--- config.mk ---
export PLATFORM = sky130hd
export DESIGN_NAME = ssw_top
export DESIGN_NICKNAME = d
export VERILOG_FILES = /design/src/pkg/ssw_pkg.sv /design/src/core/ssw_top.sv
export VERILOG_INCLUDE_DIRS = /design/src /design/src/pkg
export SDC_FILE = /design/constraint.sdc
export NUM_CORES = 1
export LEC_CHECK = 0
export ABC_CLOCK_PERIOD_IN_PS = 3620
export BUFFER_PORTS_ARGS = -buffer_cell sky130_fd_sc_hd__buf_2
export CAP_MARGIN = 30
export CORE_AREA = 2 2 149 210
export CTS_BUF_LIST = sky130_fd_sc_hd__clkbuf_16
export DETAILED_ROUTE_END_ITERATION = 8
export DIE_AREA = 0 0 151 212
export REMOVE_ABC_BUFFERS = 1
export SYNTH_ARGS = -nofsm -noshare
export SYNTH_HDL_FRONTEND = slang
export SYNTH_SLANG_ARGS = --single-unit
--- constraint.sdc ---
create_clock -name i_mclk -period 3.62 [get_ports i_mclk]
set_input_delay 0.724 -clock i_mclk [delete_from_list [all_inputs] [get_ports i_mclk]]
set_output_delay 0.724 -clock i_mclk [all_outputs]
set_load 0.01 [all_outputs]
--- src/pkg/ssw_params.svh ---
// constants of the supply supervisor and watchdog: offsets, fields, reset values, timing counts
// assumes a 250 MHz timing clock; long counts become module parameters fed from these
`ifndef SSW_PARAMS_SVH
`define SSW_PARAMS_SVH

`define SSW_CLK_MHZ        250
`define SSW_TPU_MS         100
`define SSW_TPU_CYC        (`SSW_TPU_MS * 1000 * `SSW_CLK_MHZ)
`define SSW_WD_LONG_MS     2700
`define SSW_WD_LONG_CYC    (`SSW_WD_LONG_MS * 1000 * `SSW_CLK_MHZ)
`define SSW_WD_SHORT_MS    170
`define SSW_WD_SHORT_CYC   (`SSW_WD_SHORT_MS * 1000 * `SSW_CLK_MHZ)
`define SSW_RST_INT_MS     85
`define SSW_RST_INT_CYC    (`SSW_RST_INT_MS * 1000 * `SSW_CLK_MHZ)
`define SSW_SAMPLE_NS      33000
`define SSW_SAMPLE_CYC     (`SSW_SAMPLE_NS * `SSW_CLK_MHZ / 1000)
`define SSW_PB_MS          30
`define SSW_PB_CYC         (`SSW_PB_MS * 1000 * `SSW_CLK_MHZ)
`define SSW_EXT_FIRST_CLKS 20480
`define SSW_EXT_OTHER_CLKS 5120
`define SSW_EXT_RST_CLKS   641

`define SSW_OFF_CTRL       4'h0
`define SSW_OFF_STATUS     4'h4
`define SSW_OFF_WDCNT      4'h8
`define SSW_CTRL_WDDIS_BIT 0
`define SSW_CTRL_FORCE_BIT 1
`define SSW_CTRL_RST       1'b0
`define SSW_RESP_OKAY      2'h0
`define SSW_RESP_SLVERR    2'h2

// synchroniser lanes
`define SSW_IN_SUP         0
`define SSW_IN_SENSE       1
`define SSW_IN_BAT         2
`define SSW_IN_STROBE      3
`define SSW_IN_OPEN        4
`define SSW_IN_OSC_INPUT       5
`define SSW_IN_OSC_SELECT      6
`define SSW_IN_RSTPIN      7
`define SSW_IN_RST_VAL     8'hA8

`endif

--- src/pkg/ssw_pkg.sv ---
// types of the supply supervisor and watchdog
// assumes the constants header is included by the design file
package ssw_pkg;

    typedef enum logic [1:0] {
        SSW_SUPPLY_LOW,
        SSW_PULSE,
        SSW_RUN
    } ssw_state_e;

    typedef struct packed {
        logic [7:0]  s1;
        logic [7:0]  s2;
        logic [7:0]  s3;
        logic [7:0]  filt;
        logic        strobe_prev;
        logic        osc_prev;
        ssw_state_e  state;
        logic        pu;
        logic [31:0] pulse_cnt;
        logic [31:0] wd_cnt;
        logic        first;
        logic        wdflag_n;
        logic        rst_act;
        logic        supply_low;
        logic [31:0] pb_cnt;
        logic [31:0] smp_cnt;
        logic [1:0]  low_cnt;
        logic        nmi_n;
        logic        nmi_oe;
        logic        powered;
        logic        mode_ext;
        logic        mode_osc_in;
        logic        wd_dis;
        logic        force_req;
        logic        aw_got;
        logic        w_got;
        logic [3:0]  awaddr;
        logic [1:0]  wbits;
        logic        wstrb0;
        logic        bvalid;
        logic [1:0]  bresp;
        logic        rvalid;
        logic [31:0] rdata;
        logic [1:0]  rresp;
    } ssw_state_s;

endpackage

--- src/core/ssw_top.sv ---
// supply supervisor with reset stretching, strobe watchdog and debounced early-warning flag
// assumes comparator results arrive as digital levels; pins are resolved outside from the enables
`timescale 1ns/1ps
`include "ssw_params.svh"

module ssw_top #(
    parameter logic [31:0] P_TPU_CYC       = 32'(`SSW_TPU_CYC),
    parameter logic [31:0] P_WD_LONG_CYC   = 32'(`SSW_WD_LONG_CYC),
    parameter logic [31:0] P_WD_SHORT_CYC  = 32'(`SSW_WD_SHORT_CYC),
    parameter logic [31:0] P_RST_INT_CYC   = 32'(`SSW_RST_INT_CYC),
    parameter logic [31:0] P_SAMPLE_CYC    = 32'(`SSW_SAMPLE_CYC),
    parameter logic [31:0] P_PB_CYC        = 32'(`SSW_PB_CYC),
    parameter logic [31:0] P_EXT_FIRST     = 32'(`SSW_EXT_FIRST_CLKS),
    parameter logic [31:0] P_EXT_OTHER     = 32'(`SSW_EXT_OTHER_CLKS),
    parameter logic [31:0] P_EXT_RST       = 32'(`SSW_EXT_RST_CLKS)
) (
    input  wire logic        i_mclk,
    input  wire logic        i_nrst,
    input  wire logic        i_supply_ok,
    input  wire logic        i_sense_ok,
    input  wire logic        i_above_battery,
    input  wire logic        i_strobe_n,
    input  wire logic        i_strobe_open,
    input  wire logic        i_osc_input,
    input  wire logic        i_osc_select,
    input  wire logic        i_reset_n_in,
    output logic             o_reset_n_out,
    output logic             o_reset_n_oe,
    output logic             o_reset,
    output logic             o_supply_low_flag,
    output logic             o_watchdog_flag_n,
    output logic             o_nmi_n,
    output logic             o_nmi_oe,
    input  wire logic [3:0]  i_s_axi_awaddr,
    input  wire logic        i_s_axi_awvalid,
    output logic             o_s_axi_awready,
    input  wire logic [31:0] i_s_axi_wdata,
    input  wire logic [3:0]  i_s_axi_wstrb,
    input  wire logic        i_s_axi_wvalid,
    output logic             o_s_axi_wready,
    output logic [1:0]       o_s_axi_bresp,
    output logic             o_s_axi_bvalid,
    input  wire logic        i_s_axi_bready,
    input  wire logic [3:0]  i_s_axi_araddr,
    input  wire logic        i_s_axi_arvalid,
    output logic             o_s_axi_arready,
    output logic [31:0]      o_s_axi_rdata,
    output logic [1:0]       o_s_axi_rresp,
    output logic             o_s_axi_rvalid,
    input  wire logic        i_s_axi_rready
);

    ssw_pkg::ssw_state_s q;
    ssw_pkg::ssw_state_s d;

    logic [7:0]  pins;
    logic        sup_ok;
    logic        sense_ok;
    logic        above_bat;
    logic        st_fall;
    logic        tick;
    logic        wd_en;
    logic        wd_fire;
    logic        pb_fire;
    logic        smp_tick;
    logic [31:0] period;
    logic [31:0] pulse_lim;

    // 0 ctrl, 1 status, 2 watchdog count, 3 unmapped
    function automatic logic [1:0] ssw_reg_sel(input logic [3:0] a);
        if (a == `SSW_OFF_CTRL) begin
            return 2'h0;
        end else if (a == `SSW_OFF_STATUS) begin
            return 2'h1;
        end else if (a == `SSW_OFF_WDCNT) begin
            return 2'h2;
        end else begin
            return 2'h3;
        end
    endfunction

    assign pins = {i_reset_n_in, i_osc_select, i_osc_input, i_strobe_open,
                   i_strobe_n, i_above_battery, i_sense_ok, i_supply_ok};

    assign sup_ok    = q.filt[`SSW_IN_SUP];
    assign sense_ok  = q.filt[`SSW_IN_SENSE];
    assign above_bat = q.filt[`SSW_IN_BAT];
    assign st_fall   = q.strobe_prev & ~q.filt[`SSW_IN_STROBE];
    // external mode advances only on rising edges of the supplied clock
    assign tick      = q.mode_ext ? (q.filt[`SSW_IN_OSC_INPUT] & ~q.osc_prev) : 1'b1;
    assign wd_en     = ~q.filt[`SSW_IN_OPEN] & ~q.wd_dis & sup_ok;
    assign smp_tick  = (q.smp_cnt + 32'h0000_0001) >= P_SAMPLE_CYC;

    always_comb begin
        if (q.mode_ext) begin
            period = q.first ? P_EXT_FIRST : P_EXT_OTHER;
        end else if (q.mode_osc_in) begin
            period = P_WD_LONG_CYC;
        end else begin
            period = q.first ? P_WD_LONG_CYC : P_WD_SHORT_CYC;
        end
        if (q.pu) begin
            pulse_lim = P_TPU_CYC;
        end else if (q.mode_ext) begin
            pulse_lim = P_EXT_RST;
        end else begin
            pulse_lim = P_RST_INT_CYC;
        end
    end

    // strobe edge takes priority over an expiry in the same cycle
    assign wd_fire = (q.state == ssw_pkg::SSW_RUN) && wd_en && !st_fall && tick && !q.force_req && !pb_fire
                     && ((q.wd_cnt + 32'h0000_0001) >= period);
    assign pb_fire = (q.state == ssw_pkg::SSW_RUN) && sup_ok && !q.filt[`SSW_IN_RSTPIN]
                     && ((q.pb_cnt + 32'h0000_0001) >= P_PB_CYC);

    always_comb begin
        d = q;
        // three-stage synchroniser, value taken once stages two and three agree
        d.s1 = pins;
        d.s2 = q.s1;
        d.s3 = q.s2;
        for (int i = 0; i < 8; i++) begin
            if (q.s2[i] == q.s3[i]) begin
                d.filt[i] = q.s2[i];
            end
        end
        d.strobe_prev = q.filt[`SSW_IN_STROBE];
        d.osc_prev    = q.filt[`SSW_IN_OSC_INPUT];
        // oscillator pins float below battery level, so keep the last mode
        if (above_bat) begin
            d.mode_ext    = ~q.filt[`SSW_IN_OSC_SELECT];
            d.mode_osc_in = q.filt[`SSW_IN_OSC_INPUT];
        end

        if (q.state == ssw_pkg::SSW_RUN && !q.filt[`SSW_IN_RSTPIN]) begin
            d.pb_cnt = q.pb_cnt + 32'h0000_0001;
        end else begin
            d.pb_cnt = 32'h0000_0000;
        end

        case (q.state)
            ssw_pkg::SSW_SUPPLY_LOW: begin
                d.wd_cnt = 32'h0000_0000;
                if (sup_ok) begin
                    d.state     = ssw_pkg::SSW_PULSE;
                    d.pu        = 1'b1;
                    d.pulse_cnt = 32'h0000_0000;
                end
            end
            ssw_pkg::SSW_PULSE: begin
                d.wd_cnt = 32'h0000_0000;
                if (!sup_ok) begin
                    d.state = ssw_pkg::SSW_SUPPLY_LOW;
                end else if (q.pu || tick) begin
                    if ((q.pulse_cnt + 32'h0000_0001) >= pulse_lim) begin
                        d.state = ssw_pkg::SSW_RUN;
                        d.first = 1'b1;
                    end else begin
                        d.pulse_cnt = q.pulse_cnt + 32'h0000_0001;
                    end
                end
            end
            ssw_pkg::SSW_RUN: begin
                if (!sup_ok) begin
                    d.state  = ssw_pkg::SSW_SUPPLY_LOW;
                    d.wd_cnt = 32'h0000_0000;
                end else if (q.force_req || pb_fire) begin
                    d.state     = ssw_pkg::SSW_PULSE;
                    d.pu        = 1'b0;
                    d.pulse_cnt = 32'h0000_0000;
                    d.wd_cnt    = 32'h0000_0000;
                    d.force_req = 1'b0;
                end else if (!wd_en) begin
                    d.wd_cnt = 32'h0000_0000;
                end else if (st_fall) begin
                    d.wd_cnt = 32'h0000_0000;
                    d.first  = 1'b0;
                end else if (wd_fire) begin
                    d.state     = ssw_pkg::SSW_PULSE;
                    d.pu        = 1'b0;
                    d.pulse_cnt = 32'h0000_0000;
                    d.wd_cnt    = 32'h0000_0000;
                end else if (tick) begin
                    d.wd_cnt = q.wd_cnt + 32'h0000_0001;
                end
            end
            default: begin
                d.state = ssw_pkg::SSW_SUPPLY_LOW;
            end
        endcase

        // release first, then the setting terms override
        if (st_fall || q.filt[`SSW_IN_OPEN]) begin
            d.wdflag_n = 1'b1;
        end
        if (wd_fire) begin
            d.wdflag_n = 1'b0;
        end
        if (!sup_ok) begin
            d.wdflag_n = 1'b0;
        end
        d.rst_act    = (d.state != ssw_pkg::SSW_RUN);
        d.supply_low = ~sup_ok;

        // early-warning sampling, time-domain hysteresis
        d.smp_cnt = smp_tick ? 32'h0000_0000 : (q.smp_cnt + 32'h0000_0001);
        if (sup_ok) begin
            d.powered = 1'b1;
        end else if (!above_bat) begin
            d.powered = 1'b0;
        end
        if (sense_ok) begin
            d.low_cnt = 2'h0;
            d.nmi_n   = 1'b1;
        end else if (smp_tick && q.low_cnt != 2'h3) begin
            d.low_cnt = q.low_cnt + 2'h1;
        end
        if (!sense_ok && d.low_cnt == 2'h3 && q.powered) begin
            d.nmi_n = 1'b0;
        end
        d.nmi_oe = above_bat;

        // register slave: address and data in either order, response after both
        if (i_s_axi_awvalid && o_s_axi_awready) begin
            d.aw_got = 1'b1;
            d.awaddr = i_s_axi_awaddr;
        end
        if (i_s_axi_wvalid && o_s_axi_wready) begin
            d.w_got  = 1'b1;
            d.wbits  = i_s_axi_wdata[1:0];
            d.wstrb0 = i_s_axi_wstrb[0];
        end
        if (q.bvalid && i_s_axi_bready) begin
            d.bvalid = 1'b0;
        end
        if (q.aw_got && q.w_got && !q.bvalid) begin
            d.aw_got = 1'b0;
            d.w_got  = 1'b0;
            d.bvalid = 1'b1;
            d.bresp  = `SSW_RESP_OKAY;
            if (ssw_reg_sel(q.awaddr) == 2'h0) begin
                if (q.wstrb0) begin
                    d.wd_dis = q.wbits[`SSW_CTRL_WDDIS_BIT];
                    // a write request wins over the consume in the same cycle
                    if (q.wbits[`SSW_CTRL_FORCE_BIT]) begin
                        d.force_req = 1'b1;
                    end
                end
            end else if (ssw_reg_sel(q.awaddr) == 2'h3) begin
                d.bresp = `SSW_RESP_SLVERR;
            end
        end
        if (q.rvalid && i_s_axi_rready) begin
            d.rvalid = 1'b0;
        end
        if (i_s_axi_arvalid && o_s_axi_arready) begin
            d.rvalid = 1'b1;
            d.rresp  = `SSW_RESP_OKAY;
            d.rdata  = 32'h0000_0000;
            if (ssw_reg_sel(i_s_axi_araddr) == 2'h0) begin
                d.rdata[`SSW_CTRL_WDDIS_BIT] = q.wd_dis;
            end else if (ssw_reg_sel(i_s_axi_araddr) == 2'h1) begin
                d.rdata[7:0] = {1'b0, q.powered, q.first, q.nmi_n, q.wdflag_n, q.rst_act, q.supply_low, 1'b0};
            end else if (ssw_reg_sel(i_s_axi_araddr) == 2'h2) begin
                d.rdata = q.wd_cnt;
            end else begin
                d.rresp = `SSW_RESP_SLVERR;
            end
        end
    end

    always_ff @(posedge i_mclk) begin
        if (!i_nrst) begin
            q             <= '0;
            q.s1          <= `SSW_IN_RST_VAL;
            q.s2          <= `SSW_IN_RST_VAL;
            q.s3          <= `SSW_IN_RST_VAL;
            q.filt        <= `SSW_IN_RST_VAL;
            q.strobe_prev <= 1'b1;
            q.state       <= ssw_pkg::SSW_SUPPLY_LOW;
            q.wdflag_n    <= 1'b0;
            q.rst_act     <= 1'b1;
            q.supply_low  <= 1'b1;
            q.nmi_n       <= 1'b1;
            q.mode_ext    <= 1'b0;
            q.wd_dis      <= `SSW_CTRL_RST;
        end else begin
            q <= d;
        end
    end

    assign o_reset           = q.rst_act;
    assign o_reset_n_out     = 1'b0;
    assign o_reset_n_oe      = q.rst_act;
    assign o_supply_low_flag = q.supply_low;
    assign o_watchdog_flag_n = q.wdflag_n;
    assign o_nmi_n           = q.nmi_n;
    assign o_nmi_oe          = q.nmi_oe;
    assign o_s_axi_awready   = ~q.aw_got & ~q.bvalid;
    assign o_s_axi_wready    = ~q.w_got & ~q.bvalid;
    assign o_s_axi_bvalid    = q.bvalid;
    assign o_s_axi_bresp     = q.bresp;
    assign o_s_axi_arready   = ~q.rvalid;
    assign o_s_axi_rvalid    = q.rvalid;
    assign o_s_axi_rdata     = q.rdata;
    assign o_s_axi_rresp     = q.rresp;
endmodule // ssw_top

==> reports/qor.yml, run 1 <==
path_depth: 16
max_stage_delay_ns: 0.59
routed_wl_mm: 30.01
crit_type: "reg2reg"
synth_top_family_by_area: "simple AND/OR/NAND/NOR gates"
cp-start-kind: "flip-flop"
critical_path.startpoint: "q[128]"
r2r.worst_path.cells: 16
drive_above_1_share_pct: 23.81
antenna_left: 0
sw_frac_of_total_pct: 22.50
io_pins: 107
die_h_um: 212
path_max_fanout: 8
synth.avg_cell_area_um2: 8.347
syn_area_um2: 11920
cts-htree-levels: 1
cp_slowest_cell: "or4_4"
grt_pass1_wl_mm: 48.87
pwr-share-comb_pct: 3.3
synth_compound_area_share_pct: 15.40
power.internal_uw: 3859
start_util_pct: 39.42
core_um2: 30240
grt_use_met1_pct: 19.81
cts_buffers: 23
antenna_found_initial: 1
cts_buffer_depth: 3
synth-edff-count: 0
post-dp-hpwl_mm: 21.23
place.gp.congestion: 0.8434
worst-endpoint-arrival_ns: 4.27
drc: 0
vias_per_cell: 5.335
nets: 1710
cts.clk_slew.worst_paths_ns: 0.07
fin_ws_ns: -0.1836
finClkSkew_ns: 0.01334
yosys.area_share.simple_pct: 27.56
tightest_slew_ns: 0.8929
holdPathStages: 2
irDropWorstVdd_mv: 0.3601
status: "complete, but fails checks"
p_sw_uw: 1120
ys_seq_area_share_pct: 37.46
dpl_worst_slack_ns: -0.3689
report.final.slew_viol_count: 0
met2_usage_pct: 35.38
crit_path_cell_trace: "nand3_4 > or4_4 > buf_6 > or3_4 > nand2_4 > nand2_4 > ha_4 > a211o_1 > o32a_1 > a211oi_2 > a21o_2 > and2_4 > nand4_1 > buf_6 > o21ba_4 > a21o_1"
synth_fa_ha_area_share_pct: 5.039
slew_headroom_pct: 39.84
cp_data_required_time_ns: 4.08
clk_latency_ns: 0.52
synth_seq_cells: 223
clkSinkCount: 223
reg2reg_slack_ns: -0.18
cp_num_buf_inv: 2
synth-xor-area-share_pct: 5.585
rows: 76
ctsHoldBuffers: 0
area_growth_pct: 23.30
synth_cell_type_count: 85
r2r_start: "q[128]"
grt_start_max_net_pins: 48
port_buffers: 70
critPathCaptureType: "flip-flop"
p_leak_uw: 0.005963
drtIter0Drc: 517
vias: 10710
rsz0062_at_grt: "yes"
reg2reg_to: "q[150]"
busiest_layer: "met2"
violations: "setup timing"
timing.max_cap.violations: 0
dr.pass1.iters: 5
grt_pass1_vias: 10450
period_needed_ns: 3.804
synthCells: 1428
largest-register: "q"
clock.fmax_mhz: 262.9
post_drt_wl_per_cell_um: 14.95
dieArea_um2: 32010
largest_reg_flops: 163
fin_util_pct: 48.60
root_buffer: "clkbuf_16"
total_power_uw: 4980
hold_viol_final: 0
setup_viol: 54
hold_class: "in2reg"
yosys_warnings: 0
n_fill_cell: 2950
ys.flop_type: "dfxtp_1"
cp-endpoint: "q[150]"
die_x_um: 151
synthMuxAreaShare_pct: 2.887
p_clk_share_pct: 46.1
gr-usage-met3_pct: 2.639
powerDensity_nw_per_um2: 338.8
tns_ns: -4.924
track_usage_pct: 18.44
grt_overflow: 0
fin_crit_sh_pct: 105.1
synthArstFlopShare_pct: 0
cpLargestDelayFamily: "simple AND/OR/NAND/NOR gates"
seq_power_share_pct: 50.6
cts_tree: "yes"
-- metrics by stage --
step                      hold slack (ns)  cells  cell area [µm²]
final                              0.3819   2008            14700
after global routing               0.3741   2008            14700
after CTS                          0.3615   1995            14330
after detailed placement           0.3954   1941            13300
after global placement             0.3938   1941            13300
after floorplan                    0.3863   1343            11410
-- layout make-up --
| cell class | instances | area, µm² | share of cell area, % |
|---|---|---|---|
| multi-input cells | 1087 | 7257 | 49.38 |
| flip-flops and latches | 223 | 4477 | 30.46 |
| repair buffers | 232 | 1620 | 11.02 |
| clock buffers | 23 | 575.6 | 3.916 |
| well taps | 390 | 488.0 | 3.320 |
| clock inverters | 16 | 141.4 | 0.9620 |
| inverters | 36 | 135.1 | 0.9195 |
| diodes | 1 | 2.502 | 0.01703 |
-- synthesized netlist by cell type, drive strengths merged, types with 4 or more instances --
library cell	number	area share, %
nand4b	4	0.29
o21ai	47	2.0
a32o	7	0.59
nand3	65	2.9
nor4	23	1.4
mux2i	31	2.6
a31oi	14	0.73
or3	14	0.73
o211ai	4	0.25
a221o	5	0.42
xor2	32	2.4
nor2b	15	0.79
a22o	5	0.37
o31ai	4	0.25
and4	13	0.96
a22oi	33	2.1
and3	22	1.2
a21oi	67	2.8
clkbuf	54	1.7
nand3b	5	0.31
and2	39	2.1
o211a	5	0.48
and4b	4	0.34
ha	48	5.0
dfxtp	223	37
or4	7	0.47
a2111oi	4	0.29
o31a	4	0.29
inv	36	1.1
a211oi	7	0.48
nand2b	21	1.1
a21o	27	1.7
nand4	44	2.3
nor3	29	1.3
a211o	5	0.37
xnor2	44	3.2
nand2	137	4.3
buf	51	3.2
nor2	163	5.2
or2	15	0.79
nor3b	7	0.44
-- power by group through the flow --
stage	Combinational (µW)	Clock (µW)	Sequential [µW]
6_report	164	2300	2520
5_1_grt	184	2480	2520
2_1_floorplan	94.2	0	2570
3_3_place_gp	156	0	2570
4_1_cts	165	2380	2520
3_5_place_dp	162	0	2570
-- kinds of logic (layout without fill, tap and decap cells) --
group                    count (synthesis)  in the layout
AND/OR/NAND/NOR                        636            639
AO/OA/AOI/OAI                          269            269
adder cells (fa/ha/maj)                 48             48
buffers and inverters                  141            307
multiplexers                            34             34
XOR/XNOR                                76             76
flip-flops                             223            223
other                                    1             22
-- placed cells by master (no fill, tap or decap), types with 6 or more instances in the layout --
master       n
buf_2       70
buf_6       11
and4_1      12
nand3_1     61
xnor2_1     44
nor3_1      24
nor4_1      18
buf_4      150
inv_1       37
or4_1        6
o21ai_2      6
xor2_1      30
a31oi_1     10
o21ai_0     36
or2_2       12
or3_1       13
a22oi_1     33
and3_1      21
a21o_1      26
and2_1      37
ha_1        44
clkbuf_16   23
nor2_1     156
nor2b_1     15
nand2b_1    21
a32o_1       7
dfxtp_2      7
nand4_1     44
mux2i_1     31
dfxtp_1    215
a21oi_1     48
a21oi_2     18
nand2_1    133
conb_1      21
-- metal layers --
metal / vias up / wire (µm)
li1: 5403 / -
met1: 5085 / 12300
met2: 164 / 15750
met3: 60 / 946
met4: 0 / 1017
met5: - / 0
-- worst min-delay path by stage --
stage / from / end / slack, ns
2_1_floorplan: d[212] / d[204] / 0.39
3_3_place_gp: d[212] / d[204] / 0.39
3_5_place_dp: d[212] / d[204] / 0.40
4_1_cts: i_s_axi_rready / o_s_axi_rvalid / 0.36
5_1_grt: i_s_axi_rready / o_s_axi_rvalid / 0.37
6_report: i_s_axi_rready / o_s_axi_rvalid / 0.38
-- repair_timing --
| item | in CTS | in global routing |
|---|---|---|
| gates cloned | 2 | 2 |
| setup endpoints to repair | 67 | 75 |
| pin swaps | 42 | 25 |
| buffers inserted | 15 | 10 |
| resized for setup | 57 | 66 |
Power figures use the tool's default switching activity.
==> inputs of run 2 (changes only) <==
--- a/config.mk
+++ b/config.mk
@@ -10,7 +10,6 @@
 export BUFFER_PORTS_ARGS = -buffer_cell sky130_fd_sc_hd__buf_2
 export CAP_MARGIN = 30
 export CORE_AREA = 2 2 149 210
-export CTS_BUF_LIST = sky130_fd_sc_hd__clkbuf_16
 export DETAILED_ROUTE_END_ITERATION = 8
 export DIE_AREA = 0 0 151 212
 export REMOVE_ABC_BUFFERS = 1
==> run 2 against run 1 <==
Routed wire length is essentially flat. Utilization rose by 0.066 points. Sequential cell count unchanged. Critical endpoint unchanged. The flow still finishes with violations (setup timing). Largest cell class unchanged. Global-route usage is essentially flat.
==> reports/qor.yml, run 2 (synthesis gave the netlist of run 1 again) <==
status: "complete, but fails checks"
violations: "setup timing"
core_um2: 30240  # unchanged
clkSinkCount: 223  # unchanged
port_buffers: 70  # unchanged
slew_headroom_pct: 39.05  # -0.80 points
hold_viol_final: 0  # unchanged
path_max_fanout: 8  # unchanged
tightest_slew_ns: 0.9047  # +0.01182 ns
largest-register: "q"
ctsHoldBuffers: 0  # unchanged
layout_common_cells: "dfxtp_1, nor2_1, buf_4, nand2_1, buf_2"
grt_start_max_net_pins: 48  # unchanged
fin_ws_ns: -0.1827  # +0.0008850 ns
stdcell_area_um2: 14720  # +0.14%
grt_pass1_vias: 10470  # +0.14%
sw_frac_of_total_pct: 22.34  # -0.16 points
dr.pass1.iters: 6  # +1
crit_type: "reg2reg"
report.final.slew_viol_count: 0  # unchanged
post-dp-hpwl_mm: 21.23  # unchanged
fin_crit_sh_pct: 105.0  # about the same
root_buffer: "clkbuf_16"
fin_util_pct: 48.67  # +0.066 points
place.gp.congestion: 0.8434  # unchanged
routed_wl_mm: 30.00  # about the same
cp-start-kind: "flip-flop"
drc: 0  # unchanged
io_pins: 107  # unchanged
p_sw_uw: 1124  # +0.34%
drtIter0Drc: 514  # -0.58%
multiInputGateArea_um2: 7257  # unchanged
power.internal_uw: 3907  # +1.3%
antenna_found_initial: 1  # unchanged
r2r.worst_path.cells: 16  # unchanged
vias_per_cell: 5.333  # about the same
track_usage_pct: 18.46  # about the same
powerDensity_nw_per_um2: 341.9  # +0.91%
drive_above_1_share_pct: 23.93  # +0.12 points
critical_path.startpoint: "q[128]"
cts-htree-levels: 1  # unchanged
grt_overflow: 0  # unchanged
cts_tree: "yes"
period_needed_ns: 3.803  # -0.0008850 ns
final_common_cell: "dfxtp_1"
clk_latency_ns: 0.52  # about the same
reg2reg_slack_ns: -0.18  # about the same
grt_pass1_wl_mm: 48.91  # about the same
seq_power_share_pct: 50.0  # -0.6 points
place_area_um2: 13300  # unchanged
dieArea_um2: 32010  # unchanged
reg2reg_to: "q[150]"
start_util_pct: 39.42  # unchanged
cp_data_required_time_ns: 4.08  # about the same
pwr-share-comb_pct: 3.3  # about the same
die_x_um: 151  # unchanged
clock.fmax_mhz: 263.0  # about the same
timing.max_cap.violations: 0  # unchanged
finClkSkew_ns: 0.01167  # -0.001671 ns
r2r_start: "q[128]"
critPathCaptureType: "flip-flop"
nets: 1710  # unchanged
total_power_uw: 5032  # +1.0%
largest_reg_flops: 163  # unchanged
hold_class: "in2reg"
p_clk_share_pct: 46.7  # +0.6 points
setup_viol: 54  # unchanged
area_growth_pct: 23.47
vias: 10710  # -0.028%
p_leak_uw: 0.005966  # about the same
dpl_worst_slack_ns: -0.3689  # unchanged
cts_buffers: 23  # unchanged
irDropWorstVdd_mv: 0.3600  # about the same
cts_buffer_depth: 3  # unchanged
post_drt_wl_per_cell_um: 14.94  # about the same
rsz0062_at_grt: "yes"
cp-endpoint: "q[150]"
seq_area_um2: 4477  # unchanged
rows: 76  # unchanged
cts.clk_slew.worst_paths_ns: 0.07  # about the same
die_h_um: 212  # unchanged
n_fill_cell: 2946  # -0.14%
antenna_left: 0  # unchanged
worst-endpoint-arrival_ns: 4.27  # about the same
## run 2: worst min-delay path by stage
stage | start | endpoint | slack (ns) | cells past startpoint
floorplan | d[212] | d[204] | 0.39 | 1
global placement | d[212] | d[204] | 0.39 | 1
detailed placement | d[212] | d[204] | 0.40 | 1
CTS | i_s_axi_rready | o_s_axi_rvalid | 0.36 | 2
global route | i_s_axi_rready | o_s_axi_rvalid | 0.37 | 2
finish | i_s_axi_rready | o_s_axi_rvalid | 0.38 | 2
## run 2: area by class of cell
cell class | instances | share of cell area, %
clock buffer | 27 | 4.149
antenna | 1 | 0.01700
tap | 390 | 3.316
timing repair buffer | 232 | 11.01
sequential | 223 | 30.42
multi-input combinational | 1087 | 49.31
clock inverter | 12 | 0.8587
inverter | 36 | 0.9182
## run 2: metrics by stage
step	hold WS [ns]	std cells	TNS, ns
after floorplan	0.3863	1343	-13.37
after global placement	0.3938	1941	-11.26
after detailed placement	0.3954	1941	-14.19
after CTS	0.3615	1995	-2.725
after global routing	0.3741	2008	-14.43
final	0.3818	2008	-4.862
## run 2: what timing repair did
item	in CTS	in global routing
pin swaps	42	25
setup endpoints to repair	67	75
setup buffers	15	10
resized for setup	57	66
cloned	2	2
## run 2: worst max-delay path: stages, from the launching register on
cell      delay (ns)
dfxtp_2         0.35
nand3_4         0.10
or4_4           0.59
buf_6           0.14
or3_4           0.34
nand2_4         0.09
nand2_4         0.05
ha_4            0.14
a211o_1         0.28
o32a_1          0.39
a211oi_2        0.15
a21o_2          0.20
and2_4          0.16
nand4_1         0.22
buf_6           0.24
o21ba_4         0.21
a21o_1          0.07
## run 2: power by group through the flow
stage	Combinational [µW]	Clock, µW	Sequential [µW]
finish	164	2350	2520
global route	184	2530	2520
global placement	156	0	2570
CTS	165	2430	2520
detailed placement	162	0	2570
floorplan	94.2	0	2570
## run 2: layer usage
metal	vias up	part of all wire, %	wire, µm	track usage [%]
met2	172	52	15710	35.41
met1	5074	41	12280	19.84
met5	-	0	0	0
met3	60	3.3	981	2.618
li1	5403	-	-	-
met4	0	3.4	1020	7.734
==> inputs of run 3 (changes only) <==
--- a/config.mk
+++ b/config.mk
@@ -7,7 +7,7 @@
 export NUM_CORES = 1
 export LEC_CHECK = 0
 export ABC_CLOCK_PERIOD_IN_PS = 3620
-export BUFFER_PORTS_ARGS = -buffer_cell sky130_fd_sc_hd__buf_2
+export BUFFER_PORTS_ARGS = -buffer_cell sky130_fd_sc_hd__buf_4
 export CAP_MARGIN = 30
 export CORE_AREA = 2 2 149 210
 export DETAILED_ROUTE_END_ITERATION = 8
==> run 3 against run 2 <==
The flow still finishes with violations (setup timing). Cell area grew 1.5%. Sequential power about the same. Sequential share of layout area is 0.39 points lower. Total power up 1.3%.
==> reports/qor.yml, run 3 (synthesis gave the netlist of run 1 again) <==
status: "complete, but fails checks"
violations: "setup timing"
start_util_pct: 39.42  # unchanged
finClkSkew_ns: 0.01498  # +0.003316 ns
cp_data_required_time_ns: 4.09  # about the same
cpLargestDelayFamily: "compound AO/OA/AOI/OAI gates"
cts_tree: "yes"
grt_pass1_wl_mm: 48.20  # -1.5%
crit_path_cell_trace: "and4_4 > nand4_1 > buf_4 > xnor2_2 > ha_1 > a211o_1 > a31oi_4 > a221oi_2 > a2111o_1 > o211ai_1 > a31oi_2 > buf_4 > nor2_2 > and4b_2 > buf_4 > a22o_1"
clkSinkCount: 223  # unchanged
antenna_found_initial: 0  # -1
nets: 1704  # -0.35%
core_um2: 30240  # unchanged
place.gp.congestion: 0.8543  # +1.3%
setup_viol: 24  # -56%
fin_ws_ns: -0.09772  # +0.08499 ns
rows: 76  # unchanged
rsz0062_at_grt: "yes"
cts.clk_slew.worst_paths_ns: 0.07  # about the same
antenna_left: 0  # unchanged
powerDensity_nw_per_um2: 341.1  # -0.24%
dieArea_um2: 32010  # unchanged
cts_buffers: 23  # unchanged
cp-start-kind: "flip-flop"
p_leak_uw: 0.006037  # +1.2%
post-dp-hpwl_mm: 21.48  # +1.2%
worst-endpoint-arrival_ns: 4.19  # -0.08 ns
final_common_cell: "buf_4"
period_needed_ns: 3.718  # -0.08499 ns
layout_common_cells: "buf_4, dfxtp_1, nor2_1, nand2_1, nand3_1"
met1_length_mm: 12.11  # -1.4%
clock.fmax_mhz: 269.0  # +2.3%
timing.max_cap.violations: 0  # unchanged
stdcell_area_um2: 14940  # +1.5%
drive_above_1_share_pct: 24.67  # +0.74 points
port_buffers: 70  # unchanged
instances_no_fill: 2003  # -0.25%
path_max_fanout: 7  # -1
dr.max_layer_used: "met4"
vias_per_cell: 5.275  # -1.1%
critPathCaptureType: "flip-flop"
largest-register: "q"
die_h_um: 212  # unchanged
max_stage_delay_ns: 0.43  # -0.16 ns
place_area_um2: 13520  # +1.6%
fin_crit_sh_pct: 102.7  # -2.3 points
io_pins: 107  # unchanged
dr.pass1.iters: 5  # -1
diodes: 0  # -1
vias: 10570  # -1.3%
n_fill_cell: 2876  # -2.4%
grt_start_max_net_pins: 48  # unchanged
drc: 0  # unchanged
routed_wl_mm: 29.82  # -0.57%
report.final.slew_viol_count: 0  # unchanged
wl_met2_mm: 15.85  # +0.87%
cts_buffer_depth: 3  # unchanged
wl_met3_um: 937  # -4.5%
crit_type: "reg2reg"
slew_headroom_pct: 41.26  # +2.2 points
grt_pass1_vias: 10250  # -2.1%
cp_slowest_cell: "a2111o_1"
area_growth_pct: 25.34
cts-htree-levels: 1  # unchanged
drtIter0Drc: 387  # -25%
irDropWorstVdd_mv: 0.2963  # -18%
grt_overflow: 0  # unchanged
die_x_um: 151  # unchanged
track_usage_pct: 18.19  # -0.26 points
tightest_slew_ns: 0.8718  # -0.03288 ns
hold_viol_final: 0  # unchanged
clk_latency_ns: 0.53  # about the same
root_buffer: "clkbuf_16"
crit_top_cell: "buf_4"
cp_num_buf_inv: 3  # +1
dpl_worst_slack_ns: -0.3405  # +0.02840 ns
fin_util_pct: 49.40  # +0.74 points
largest_reg_flops: 163  # unchanged
post_drt_wl_per_cell_um: 14.89  # -0.33%
ctsHoldBuffers: 0  # unchanged
place_inst: 1945  # +0.21%
hold_class: "in2reg"
-- run 3: stage by stage --
step	hold WS [ns]	total power (µW)	TNS, ns
global route	0.3777	5291	-8.417
floorplan	0.3863	2663	-13.37
finish	0.3829	5096	-1.096
global placement	0.3926	2740	-11.20
detailed placement	0.3955	2745	-13.45
CTS	0.3644	5175	-2.203
-- run 3: power breakdown --
part           total [µW]  internal (µW)  switching [µW]  leakage, µW
clock network        2410           1400            1010     0.000370
logic                 173           76.8            96.6      0.00385
registers            2520           2490            26.2      0.00182
-- run 3: metal layers --
| layer | vias to the layer above | track usage (%) |
|---|---|---|
| met2 | 153 | 35.08 |
| li1 | 5389 | - |
| met3 | 57 | 2.103 |
| met5 | - | 0 |
| met4 | 0 | 6.768 |
| met1 | 4967 | 20.05 |
-- run 3: path summary, 6_finish.rpt --
kind	slack [ns]	cells after the start	to	startpoint
min	0.38	2	o_s_axi_rvalid	i_s_axi_rready
max	-0.1	16	q[179]	q[156]
max reg2reg	-0.1	16	q[179]	q[156]
min reg2reg	0.41	1	d[204]	d[212]
-- run 3: what timing repair did --
action | 4_1_cts | 5_1_grt
resized for setup | 50 | 86
pin swaps | 28 | 49
buffers inserted | 6 | 8
endpoints found under the setup margin | 67 | 81
gates cloned | 2 | 1
-- run 3: layout make-up --
| class | instances | area (µm²) | area share, % |
|---|---|---|---|
| Inverter | 36 | 135.1 | 0.9045 |
| Multi-Input combinational cell | 1086 | 7292 | 48.81 |
| Sequential cell | 223 | 4487 | 30.03 |
| Timing Repair Buffer | 227 | 1767 | 11.83 |
| Tap cell | 390 | 488.0 | 3.266 |
| Clock inverter | 13 | 136.4 | 0.9129 |
| Clock buffer | 28 | 634.4 | 4.246 |
-- run 3: worst register-to-register path: stages (launching register included) --
cell,delay (ns)
dfxtp_4,0.38
and4_4,0.23
nand4_1,0.13
buf_4,0.19
xnor2_2,0.12
ha_1,0.29
a211o_1,0.33
a31oi_4,0.18
a221oi_2,0.09
a2111o_1,0.43
o211ai_1,0.25
a31oi_2,0.16
buf_4,0.18
nor2_2,0.12
and4b_2,0.34
buf_4,0.15
a22o_1,0.10
